### config.mk
export PLATFORM = sky130hd
export DESIGN_NAME = timer_waveform_control_regs
export DESIGN_NICKNAME = d
export VERILOG_FILES = /design/src/logic/timer_ctrl_pkg.sv /design/src/logic/timer_waveform_control_regs.sv
export VERILOG_INCLUDE_DIRS = /design/src /design/src/logic
export SDC_FILE = /design/constraint.sdc
export NUM_CORES = 1
export LEC_CHECK = 0
export BUFFER_PORTS_ARGS = -buffer_cell sky130_fd_sc_hd__buf_2
export CORE_MARGIN = 5
export CORE_UTILIZATION = 52
export DETAILED_ROUTE_END_ITERATION = 10
export PLACE_DENSITY = 0.78
export REMOVE_ABC_BUFFERS = 1
export SYNTH_ARGS = -nofsm -noshare
export SYNTH_HDL_FRONTEND = slang
export SYNTH_SLANG_ARGS = --single-unit
### constraint.sdc
create_clock -name i_mclk -period 2.4 [get_ports i_mclk]
set_clock_uncertainty 0.2 [all_clocks]
set_input_delay 0.48 -clock i_mclk [delete_from_list [all_inputs] [get_ports i_mclk]]
set_output_delay 0.48 -clock i_mclk [all_outputs]
set_load 0.01 [all_outputs]
### src/logic/timer_ctrl_params.svh
// Purpose: Offsets, field positions and reset values of the timer control registers
// Assumes: Byte-wide plain register port, register offsets used as byte addresses
// Notes: Functional notes follow below
// Functional notes
// - Timer runs only while enable bit set
// - Pin enable drives wave over port value
// - Auto-lock holds lock until enabled buffers valid
// - Update copies buffers, re-arms lock
// - Without auto-lock hardware never touches lock
// - Three-bit field selects count sequence
// - Normal mode drives no waveform
// - Level bits drive output while disabled
// - Pad override needs enable, custom logic bypasses
// - Split bit selects two 8-bit timers
// - Command decodes update, restart, hard reset
// - Command field always reads zero
// - Lock blocks buffered update on update condition
// - Forced update ignores lock
// - Direction bit up at 0, down at 1
// - Clear alias clears bits written one
// - Set alias sets bits written one
// - Buffer valid set on write, cleared on update
`ifndef TIMER_CTRL_PARAMS_SVH
`define TIMER_CTRL_PARAMS_SVH
`define TC_OFF_ENABLE 8'h00
`define TC_OFF_WAVE 8'h01
`define TC_OFF_LEVEL 8'h02
`define TC_OFF_SPLIT 8'h03
`define TC_OFF_CMD_CLR 8'h04
`define TC_OFF_CMD_SET 8'h05
`define TC_OFF_BV_CLR 8'h06
`define TC_OFF_BV_SET 8'h07
`define TC_OFF_PERIOD_BUF_HI 8'h37
`define TC_OFF_CMP0BUF_HI 8'h39
`define TC_OFF_CMP1BUF_HI 8'h3B
`define TC_OFF_CMP2BUF_HI 8'h3D
`define TC_BIT_ENABLE 0
`define TC_BIT_AUTOLOCK 3
`define TC_POS_PINEN 4
`define TC_POS_MODE 0
`define TC_BIT_SPLIT 0
`define TC_BIT_DIR 0
`define TC_BIT_LOCK 1
`define TC_POS_CMD 2
`define TC_POS_LEVEL 0
`define TC_POS_BV 0
`define TC_MODE_RSVD_LO 3'h2
`define TC_MODE_RSVD_HI 3'h4
`define TC_RESET_BYTE 8'h00
`define TC_RESET_3 3'h0
`define TC_RESET_4 4'h0
`endif

### src/logic/timer_ctrl_pkg.sv
// Purpose: Shared types of the timer control block
// Assumes: Used with timer_ctrl_params.svh
// Notes: Reserved wave shapes keep their codes but act as normal
package timer_ctrl_pkg;
  typedef enum logic [2:0] {
    NORMAL_COUNT = 3'h0,
    FREQUENCY_GENERATION = 3'h1,
    ONE_RAMP_PWM = 3'h3,
    TWO_RAMP_OVERFLOW_AT_PEAK = 3'h5,
    TWO_RAMP_OVERFLOW_AT_PEAK_AND_FLOOR = 3'h6,
    TWO_RAMP_OVERFLOW_AT_FLOOR = 3'h7
  } wave_shape_t;
  typedef enum logic [1:0] {
    CMD_NONE = 2'h0,
    CMD_UPDATE = 2'h1,
    CMD_RESTART = 2'h2,
    CMD_HARD_RESET = 2'h3
  } timer_cmd_t;
endpackage

### src/logic/timer_waveform_control_regs.sv
// Purpose: Control registers of a 16-bit three-channel timer, with pin steering
// Assumes: Counter datapath outside; it reports update conditions and wave levels
// Notes: All outputs registered; pin effects lag the control state one cycle, command pulses come with the write
`timescale 1ns/1ps
`include "timer_ctrl_params.svh"
module timer_waveform_control_regs (
  input wire logic i_mclk,
  input wire logic i_arst_n,
  input wire logic i_clk_en,
  input wire logic [7:0] i_addr,
  input wire logic [7:0] i_wdata,
  input wire logic i_wr,
  input wire logic i_rd,
  input wire logic i_update_cond,
  input wire logic i_hw_dir_valid,
  input wire logic i_hw_dir,
  input wire logic [2:0] i_wave_gen,
  output logic [7:0] o_rdata,
  output logic o_timer_run,
  output logic [2:0] o_wave_shape_select,
  output logic o_dual_8bit_select,
  output logic o_count_down,
  output logic o_transfer_lock,
  output logic o_buffer_transfer,
  output logic o_force_restart,
  output logic o_force_hard_reset,
  output logic [2:0] o_channel_pin_override,
  output logic [2:0] o_channel_wave_pin,
  output logic [2:0] o_custom_logic_level
);

  // Control state
  logic enable_q, enable_d;
  logic [2:0] pin_en_q, pin_en_d;
  logic autolock_q, autolock_d;
  logic [2:0] mode_q, mode_d;
  logic [2:0] level_q, level_d;
  logic split_q, split_d;
  logic lock_q, lock_d;
  logic dir_q, dir_d;
  logic [3:0] bv_q, bv_d;
  logic [7:0] rdata_q, rdata_d;
  logic xfer_q, xfer_d;
  logic restart_q, restart_d;
  logic hreset_q, hreset_d;
  logic [2:0] override_q, override_d;
  logic [2:0] pin_q, pin_d;
  logic [2:0] custom_lvl_q, custom_lvl_d;

  // Decoded strobes
  logic wr_en, wr_wave, wr_level, wr_split, wr_eclr, wr_eset, wr_fclr, wr_fset;
  logic [3:0] buf_written;
  logic [1:0] cmd_code;
  logic cmd_wr, force_update, hard_reset, update_xfer, all_valid;

  // Address decode of writes, all gated by the clock enable
  always_comb
  begin
    wr_en = i_clk_en && i_wr && (i_addr == `TC_OFF_ENABLE);
    wr_wave = i_clk_en && i_wr && (i_addr == `TC_OFF_WAVE);
    wr_level = i_clk_en && i_wr && (i_addr == `TC_OFF_LEVEL);
    wr_split = i_clk_en && i_wr && (i_addr == `TC_OFF_SPLIT);
    wr_eclr = i_clk_en && i_wr && (i_addr == `TC_OFF_CMD_CLR);
    wr_eset = i_clk_en && i_wr && (i_addr == `TC_OFF_CMD_SET);
    wr_fclr = i_clk_en && i_wr && (i_addr == `TC_OFF_BV_CLR);
    wr_fset = i_clk_en && i_wr && (i_addr == `TC_OFF_BV_SET);
    // A buffer counts as written once its high byte lands
    buf_written[0] = i_clk_en && i_wr && (i_addr == `TC_OFF_PERIOD_BUF_HI);
    buf_written[1] = i_clk_en && i_wr && (i_addr == `TC_OFF_CMP0BUF_HI);
    buf_written[2] = i_clk_en && i_wr && (i_addr == `TC_OFF_CMP1BUF_HI);
    buf_written[3] = i_clk_en && i_wr && (i_addr == `TC_OFF_CMP2BUF_HI);
  end

  // Command decode; either alias register carries the command field
  always_comb
  begin
    cmd_wr = wr_eclr || wr_eset;
    cmd_code = cmd_wr ? i_wdata[`TC_POS_CMD +: 2] : 2'h0;
    force_update = (cmd_code == timer_ctrl_pkg::CMD_UPDATE);
    // Hard reset only while stopped
    hard_reset = (cmd_code == timer_ctrl_pkg::CMD_HARD_RESET) && !enable_q;
    // Lock blocks the natural update, never the forced one
    update_xfer = (i_clk_en && i_update_cond && !lock_q) || force_update;
    // Channels not enabled are treated as already valid
    all_valid = &(bv_q[3:1] | ~pin_en_q);
  end

  // Next values of the software control registers
  always_comb
  begin
    enable_d = enable_q;
    pin_en_d = pin_en_q;
    autolock_d = autolock_q;
    mode_d = mode_q;
    level_d = level_q;
    split_d = split_q;
    lock_d = lock_q;
    dir_d = dir_q;
    bv_d = bv_q;
    if (wr_en)
      enable_d = i_wdata[`TC_BIT_ENABLE];
    if (wr_wave)
    begin
      pin_en_d = i_wdata[`TC_POS_PINEN +: 3];
      autolock_d = i_wdata[`TC_BIT_AUTOLOCK];
      mode_d = i_wdata[`TC_POS_MODE +: 3];
    end
    if (wr_level)
      level_d = i_wdata[`TC_POS_LEVEL +: 3];
    if (wr_split)
      split_d = i_wdata[`TC_BIT_SPLIT];
    // Hardware direction first, so a software write in the same cycle wins
    if (i_clk_en && i_hw_dir_valid)
      dir_d = i_hw_dir;
    // Alias writes touch only the bits written as one
    if (wr_eclr)
    begin
      if (i_wdata[`TC_BIT_DIR])
        dir_d = 1'b0;
      if (i_wdata[`TC_BIT_LOCK])
        lock_d = 1'b0;
    end
    if (wr_eset)
    begin
      if (i_wdata[`TC_BIT_DIR])
        dir_d = 1'b1;
      if (i_wdata[`TC_BIT_LOCK])
        lock_d = 1'b1;
    end
    // Auto-lock: armed when written one, released once buffers fill; off, lock is software's
    if (autolock_q)
    begin
      if (all_valid)
        lock_d = 1'b0;
      if (update_xfer)
        lock_d = 1'b1;
    end
    if (wr_wave && i_wdata[`TC_BIT_AUTOLOCK])
      lock_d = 1'b1;
    // Buffer valid: clears first so a write in the same cycle wins
    if (update_xfer)
      bv_d = `TC_RESET_4;
    if (wr_fclr)
      bv_d = bv_d & ~i_wdata[`TC_POS_BV +: 4];
    if (wr_fset)
      bv_d = bv_d | i_wdata[`TC_POS_BV +: 4];
    bv_d = bv_d | buf_written;
    // Hard reset returns all control to its reset state
    if (hard_reset)
    begin
      enable_d = 1'b0;
      pin_en_d = `TC_RESET_3;
      autolock_d = 1'b0;
      mode_d = `TC_RESET_3;
      level_d = `TC_RESET_3;
      split_d = 1'b0;
      lock_d = 1'b0;
      dir_d = 1'b0;
      bv_d = `TC_RESET_4;
    end
  end

  // Register file storage
  always_ff @(posedge i_mclk or negedge i_arst_n)
  begin
    if (!i_arst_n)
    begin
      enable_q <= 1'b0;
      pin_en_q <= `TC_RESET_3;
      autolock_q <= 1'b0;
      mode_q <= `TC_RESET_3;
      level_q <= `TC_RESET_3;
      split_q <= 1'b0;
      lock_q <= 1'b0;
      dir_q <= 1'b0;
      bv_q <= `TC_RESET_4;
    end
    else if (i_clk_en)
    begin
      enable_q <= enable_d;
      pin_en_q <= pin_en_d;
      autolock_q <= autolock_d;
      mode_q <= mode_d;
      level_q <= level_d;
      split_q <= split_d;
      lock_q <= lock_d;
      dir_q <= dir_d;
      bv_q <= bv_d;
    end
  end

  // Read mux; unmapped offsets and the command field read zero
  always_comb
  begin
    rdata_d = `TC_RESET_BYTE;
    if (i_clk_en && i_rd)
    begin
      case (i_addr)
        `TC_OFF_ENABLE: rdata_d = {7'h00, enable_q};
        `TC_OFF_WAVE: rdata_d = {1'b0, pin_en_q, autolock_q, mode_q};
        `TC_OFF_LEVEL: rdata_d = {5'h00, level_q};
        `TC_OFF_SPLIT: rdata_d = {7'h00, split_q};
        `TC_OFF_CMD_CLR, `TC_OFF_CMD_SET: rdata_d = {6'h00, lock_q, dir_q};
        `TC_OFF_BV_CLR, `TC_OFF_BV_SET: rdata_d = {4'h0, bv_q};
        default: rdata_d = `TC_RESET_BYTE;
      endcase
    end
  end

  // Event pulses toward the counter datapath
  always_comb
  begin
    xfer_d = update_xfer;
    restart_d = (cmd_code == timer_ctrl_pkg::CMD_RESTART);
    hreset_d = hard_reset;
  end

  // Per channel pin steering; normal and reserved shapes drive no pin
  for (genvar ch = 0; ch < 3; ch++)
  begin : g_chan
    always_comb
    begin
      override_d[ch] = pin_en_q[ch] && (mode_q != timer_ctrl_pkg::NORMAL_COUNT) &&
        (mode_q != `TC_MODE_RSVD_LO) && (mode_q != `TC_MODE_RSVD_HI);
      // Stopped timer shows the software level, running one the generator
      pin_d[ch] = enable_q ? i_wave_gen[ch] : level_q[ch];
      custom_lvl_d[ch] = pin_d[ch];
    end
  end

  // Output flops; pulses drop when the clock enable is low
  always_ff @(posedge i_mclk or negedge i_arst_n)
  begin
    if (!i_arst_n)
    begin
      rdata_q <= `TC_RESET_BYTE;
      xfer_q <= 1'b0;
      restart_q <= 1'b0;
      hreset_q <= 1'b0;
      override_q <= `TC_RESET_3;
      pin_q <= `TC_RESET_3;
      custom_lvl_q <= `TC_RESET_3;
    end
    else
    begin
      rdata_q <= rdata_d;
      xfer_q <= xfer_d;
      restart_q <= restart_d;
      hreset_q <= hreset_d;
      if (i_clk_en)
      begin
        override_q <= override_d;
        pin_q <= pin_d;
        custom_lvl_q <= custom_lvl_d;
      end
    end
  end

  assign o_rdata = rdata_q;
  assign o_timer_run = enable_q;
  assign o_wave_shape_select = mode_q;
  assign o_dual_8bit_select = split_q;
  assign o_count_down = dir_q;
  assign o_transfer_lock = lock_q;
  assign o_buffer_transfer = xfer_q;
  assign o_force_restart = restart_q;
  assign o_force_hard_reset = hreset_q;
  assign o_channel_pin_override = override_q;
  assign o_channel_wave_pin = pin_q;
  assign o_custom_logic_level = custom_lvl_q;
endmodule // timer_waveform_control_regs
* Word level (Yosys, flattened, before mapping)
Cells that the tools add are included.
** Storage, ports and cells
- Input port bits :: 27
- Memories :: 0
- Bits in writable memories :: 0
- Output and inout bits :: 27
- Register bits after elaboration :: 35
- Bits in read-only memories :: 0
- Bits in latches :: 0
** Cells by class
- Magnitude comparators :: 0
- Divide/modulo/power cells :: 0
- Equal/unequal tests :: 16
- Multiply operators :: 0
- Bitwise gates (word level) :: 6
- Multiplexer cells :: 37
- Reductions and logical operators :: 45
- Shift-type cells :: 0
- Add/sub/neg operators :: 0
** Operators by type and width (number)
- $pmux 7 s6 :: 1
- $eq 8x3->1 const B :: 4
- $eq 8x6->1 const B :: 4
- $logic_and 1x1->1 :: 28
- $mux 1 :: 24
- $mux 3 :: 6
- $eq 8x2->1 const B :: 2
- $mux 4 :: 4
- $eq 8x1->1 const B :: 1
- $logic_not 8->1 :: 1
- $mux 8 :: 1
- $or 4x4->4 :: 2
- $reduce_and 2->1 :: 4
- $reduce_bool 2->1 :: 4
- $and 4x4->4 :: 1
- $eq 2x2->1 const B :: 2
- $not 4->4 :: 1
- $reduce_or 2->1 :: 2
- $ne 3x2->1 const B :: 1
- $ne 3x3->1 const B :: 1
- $not 3->3 :: 1
- $or 3x3->3 :: 1
- $reduce_and 3->1 :: 1
- $reduce_bool 3->1 :: 1
- other kinds (4) :: 6

* Depth between registers and ports, before layout
- Depth in word-level cells :: 13
- Depth in mapped cells :: 6

* Least setup slack after synthesis
Ideal clock, no wire load.
- Path kind :: input -> register
- Start :: input port i_addr[3]
- End :: register dir_q, in the netlist o_count_down
- Slack :: 300 ps
- Arrival :: 1759 ps
- Stages on the path :: 5
- Required time :: 2058 ps
- Buffers on the path :: 1
- Path through :: or3_1 buf_2 or4_4 o32ai_2 a211oi_1
** Between the ends
- Longest elaborated chain between the ends :: 7
** RTL lines
- from (decl) :: line timer_waveform_control_regs.sv:10 : input wire logic [7:0] i_addr,
- $eq 8x3->1
- $logic_and 1x1->1, on equally long branches :: line timer_waveform_control_regs.sv:63, timer_waveform_control_regs.sv:64
- $logic_or 1x1->1 :: line timer_waveform_control_regs.sv:77 : cmd_wr = wr_eclr || wr_eset;
- $mux 2 :: line timer_waveform_control_regs.sv:78 : cmd_code = cmd_wr ? i_wdata[`TC_POS_CMD +: 2] : 2'h0;
- $eq 2x2->1 :: line timer_waveform_control_regs.sv:81 : hard_reset = (cmd_code == timer_ctrl_pkg::CMD_HARD_RESET) && !enable_q;
- $logic_and 1x1->1 :: line timer_waveform_control_regs.sv:81
- $mux 1 (*) :: line timer_waveform_control_regs.sv:149 : if (hard_reset)
- to (signal assigned) :: line timer_waveform_control_regs.sv:187 : dir_q <= dir_d;
- to (decl) :: line timer_waveform_control_regs.sv:40 : logic dir_q, dir_d;
Mark *: on every way between the ends. The rest lies on a longest branch, timed or not.
A chain may end at the register's enable or synchronous reset.

* Worst setup path after layout
Ends and elaborated chain as after synthesis.

==> impl_metrics.toml <==
[setup_path]
path_max_fanout = 9
worstPathCellList = "buf_2 > or3_1 > or4_4 > o32ai_2 > a211oi_1"
crit_family = "simple AND/OR/NAND/NOR gates"
worst_path_largest_cell_delay_ns = 0.55
worstPathArrival_ns = 1.99
worstSetupPathType = "in -> reg"
worst_ep_required_time_ns = 2.37
cp-end-kind = "flop"
startpoint_type = "input pin"
cp.buffers_inverters = 1
crit_path_top_delay_cell = "sky130_fd_sc_hd__or4_4"

[clock_network]
holdBufCountCts = 0
clk_path_buf_depth = 2
clk-insertion-delay-late_ns = 0.29
cts_inserted_buffers = 5
worst_setup_hold_path_clk_slew_ns = 0.07
clkSinkCount = 34
clk_root_buffer_cell = "sky130_fd_sc_hd__clkbuf_8"
ctsResizeCount = 0
postCtsSetupBuffers = 0
cts.htree.levels = 2
tritoncts_clock_tree = "yes"

[synthesis]
synth_simple_gate_area_frac = 0.249
synthesis.instances = 194
synth_ff_type = "sky130_fd_sc_hd__dfrtp_1"
synth.area.mux_share = 0.0598
async_reset_ff_frac = 1.00
synth.yosys.seq_area_share = 0.447
synth_area_mm2 = 0.00190
synth_xor_area_frac = 0
synth_cell_type_count = 53
synth-compound-area-share = 0.185
synth_seq_cells = 34
synth_enable_flop_cells = 0
yosys_warnings = 0
syn_avg_cell_area_um2 = 9.81
synth_adder_area_share = 0
synth_top_family_by_area = "simple AND/OR/NAND/NOR gates"

[finish]
antennaDiodeCount = 0
postLayoutCellArea_mm2 = 0.00229
layout.cells.most_common_list = "sky130_fd_sc_hd__buf_2, sky130_fd_sc_hd__dfrtp_1, sky130_fd_sc_hd__nor2_1, sky130_fd_sc_hd__nand2_1, sky130_fd_sc_hd__a22o_1"
layout.cells.most_common = "sky130_fd_sc_hd__buf_2"
fraction_of_final_layout_cells_with_drive_strength_greater_than_1 = 0.321
final_net_count = 269
areaGrowthSynthToFinish_pct = 20.2

[sta]
final_sum_of_negative_setup_slack_ns = 0
max-slew-margin-rel = 0.502
final_min_period_over_clock_period = 0.843
rsz0062_at_grt = "false"
slew_viols_final = 0
fmax_mhz = 495
timing_hold_violations_final = 0
post-route-worst-setup-slack_ns = 0.378
setup_violations = 0
final.min_clock_period_ns = 2.02
max_slew.worst_pin.slew_ns = 0.747

[power_and_ir_drop]
finalPower_mw = 1.20
worst_ir_drop_vdd_mv = 0.372
power.density_cell_area_mw_per_mm2 = 523
leakagePower_nw = 1.04

[die]
design.core.area_mm2 = 0.00361
num_io_pins = 54
die_height_um = 70.5
die-width_um = 70.5
core.rowCount = 22
overall_die_area_mm2 = 0.00497
initial_core_util = 0.528

[outcome]
run_status = "completed"

[global_routing]
grt_pass1_wl_um = 7920
first_global_vias = 1587
grt_max_degree = 35
grt-ovfl-total = 0
global_route.usage.total = 0.203
antenna_violations_before_repair = 0

[detailed_routing]
antenna_violating_nets_post_route = 0
vias_per_cell = 5.93
drt_pass1_iterations = 4
routed_wl_um = 4760
num_vias = 1725
drcViolationCount = 0
drt-initial-drc-count = 137
wl_per_cell_um = 16.3

[placement]
placer_congestion = 0.939
post-place-ws_ns = 0.0761
placement.io_buffers = 51
hpwlAfterDp_um = 3560
dpl_cell_area_mm2 = 0.00219

[flow_run]
cap_viol_max_count = 0

[hold_path]
hold_class = "in -> async"
-- power breakdown --
| group | switching (mW) | total [mW] | internal [mW] |
|---|---|---|---|
| Sequential | 0.0143 | 0.603 | 0.588 |
| Clock | 0.210 | 0.441 | 0.230 |
| Combinational | 0.0957 | 0.153 | 0.0574 |
-- cells by family after synthesis --
kind of cell	after synthesis
and+or+nand+nor	80
muxes	10
AOI/OAI and AO/OA	45
other	1
buffers and inverters	24
DFF	34
-- state kept, by name, indices dropped and copies added, names as in the netlist, 3 cells and up --
name                    cells
o_custom_logic_level        3
o_rdata                     7
o_channel_pin_override      3
bv_q                        4
level_q                     3
o_wave_shape_select         3
pin_en_q                    3
-- cell type report --
cell class	instances	area, µm²
Fill cell	316	1320
Clock buffer	6	82.6
Multi-Input combinational cell	136	945
Inverter	6	22.5
Clock inverter	2	12.5
Tap cell	48	60.1
Timing Repair Buffer	59	315
Sequential cell	34	851
-- final timing paths --
| check | cells past startpoint | end | startpoint | slack (ns) |
|---|---|---|---|---|
| max | 5 | o_count_down | i_addr[3] | 0.38 |
| min | 1 | o_rdata[6] | i_arst_n | 0.05 |
| max reg2reg | 4 | bv_q[2] | o_timer_run | 0.58 |
| min reg2reg | 1 | o_channel_pin_override[0] | o_channel_pin_override[0] | 0.28 |
| max in group asynchronous | 1 | o_dual_8bit_select | i_arst_n | 1.47 |
| min in group i_mclk | 2 | pin_en_q[2] | i_wdata[6] | 0.21 |
-- metrics by stage --
step	hold WS [ns]	std cells	util
finish	0.0464	291	0.635
global route	0.112	291	0.635
CTS	0.0693	291	0.635
detailed placement	0.274	283	0.608
global placement	0.270	283	0.608
floorplan	-0.0156	176	-
-- Yosys cell counts (all sizes together), types with 5 or more instances --
cell / count / share of area
dfrtp: 34 / 0.45
nor2: 16 / 0.032
nand2: 14 / 0.028
a22o: 9 / 0.041
buf: 9 / 0.027
clkbuf: 9 / 0.018
nor3: 9 / 0.032
mux2i: 8 / 0.042
nor4: 8 / 0.034
a21oi: 6 / 0.016
inv: 6 / 0.012
nand2b: 6 / 0.020
o21ai: 5 / 0.013
-- routing by layer --
metal	up-vias	wire length, µm	GRT usage
met5	-	0	0
met4	0	115	0.0957
met3	12	372	0.0446
met2	70	2210	0.296
met1	829	2060	0.284
li1	814	-	-
Note: power is estimated with default switching activity, not from simulation.
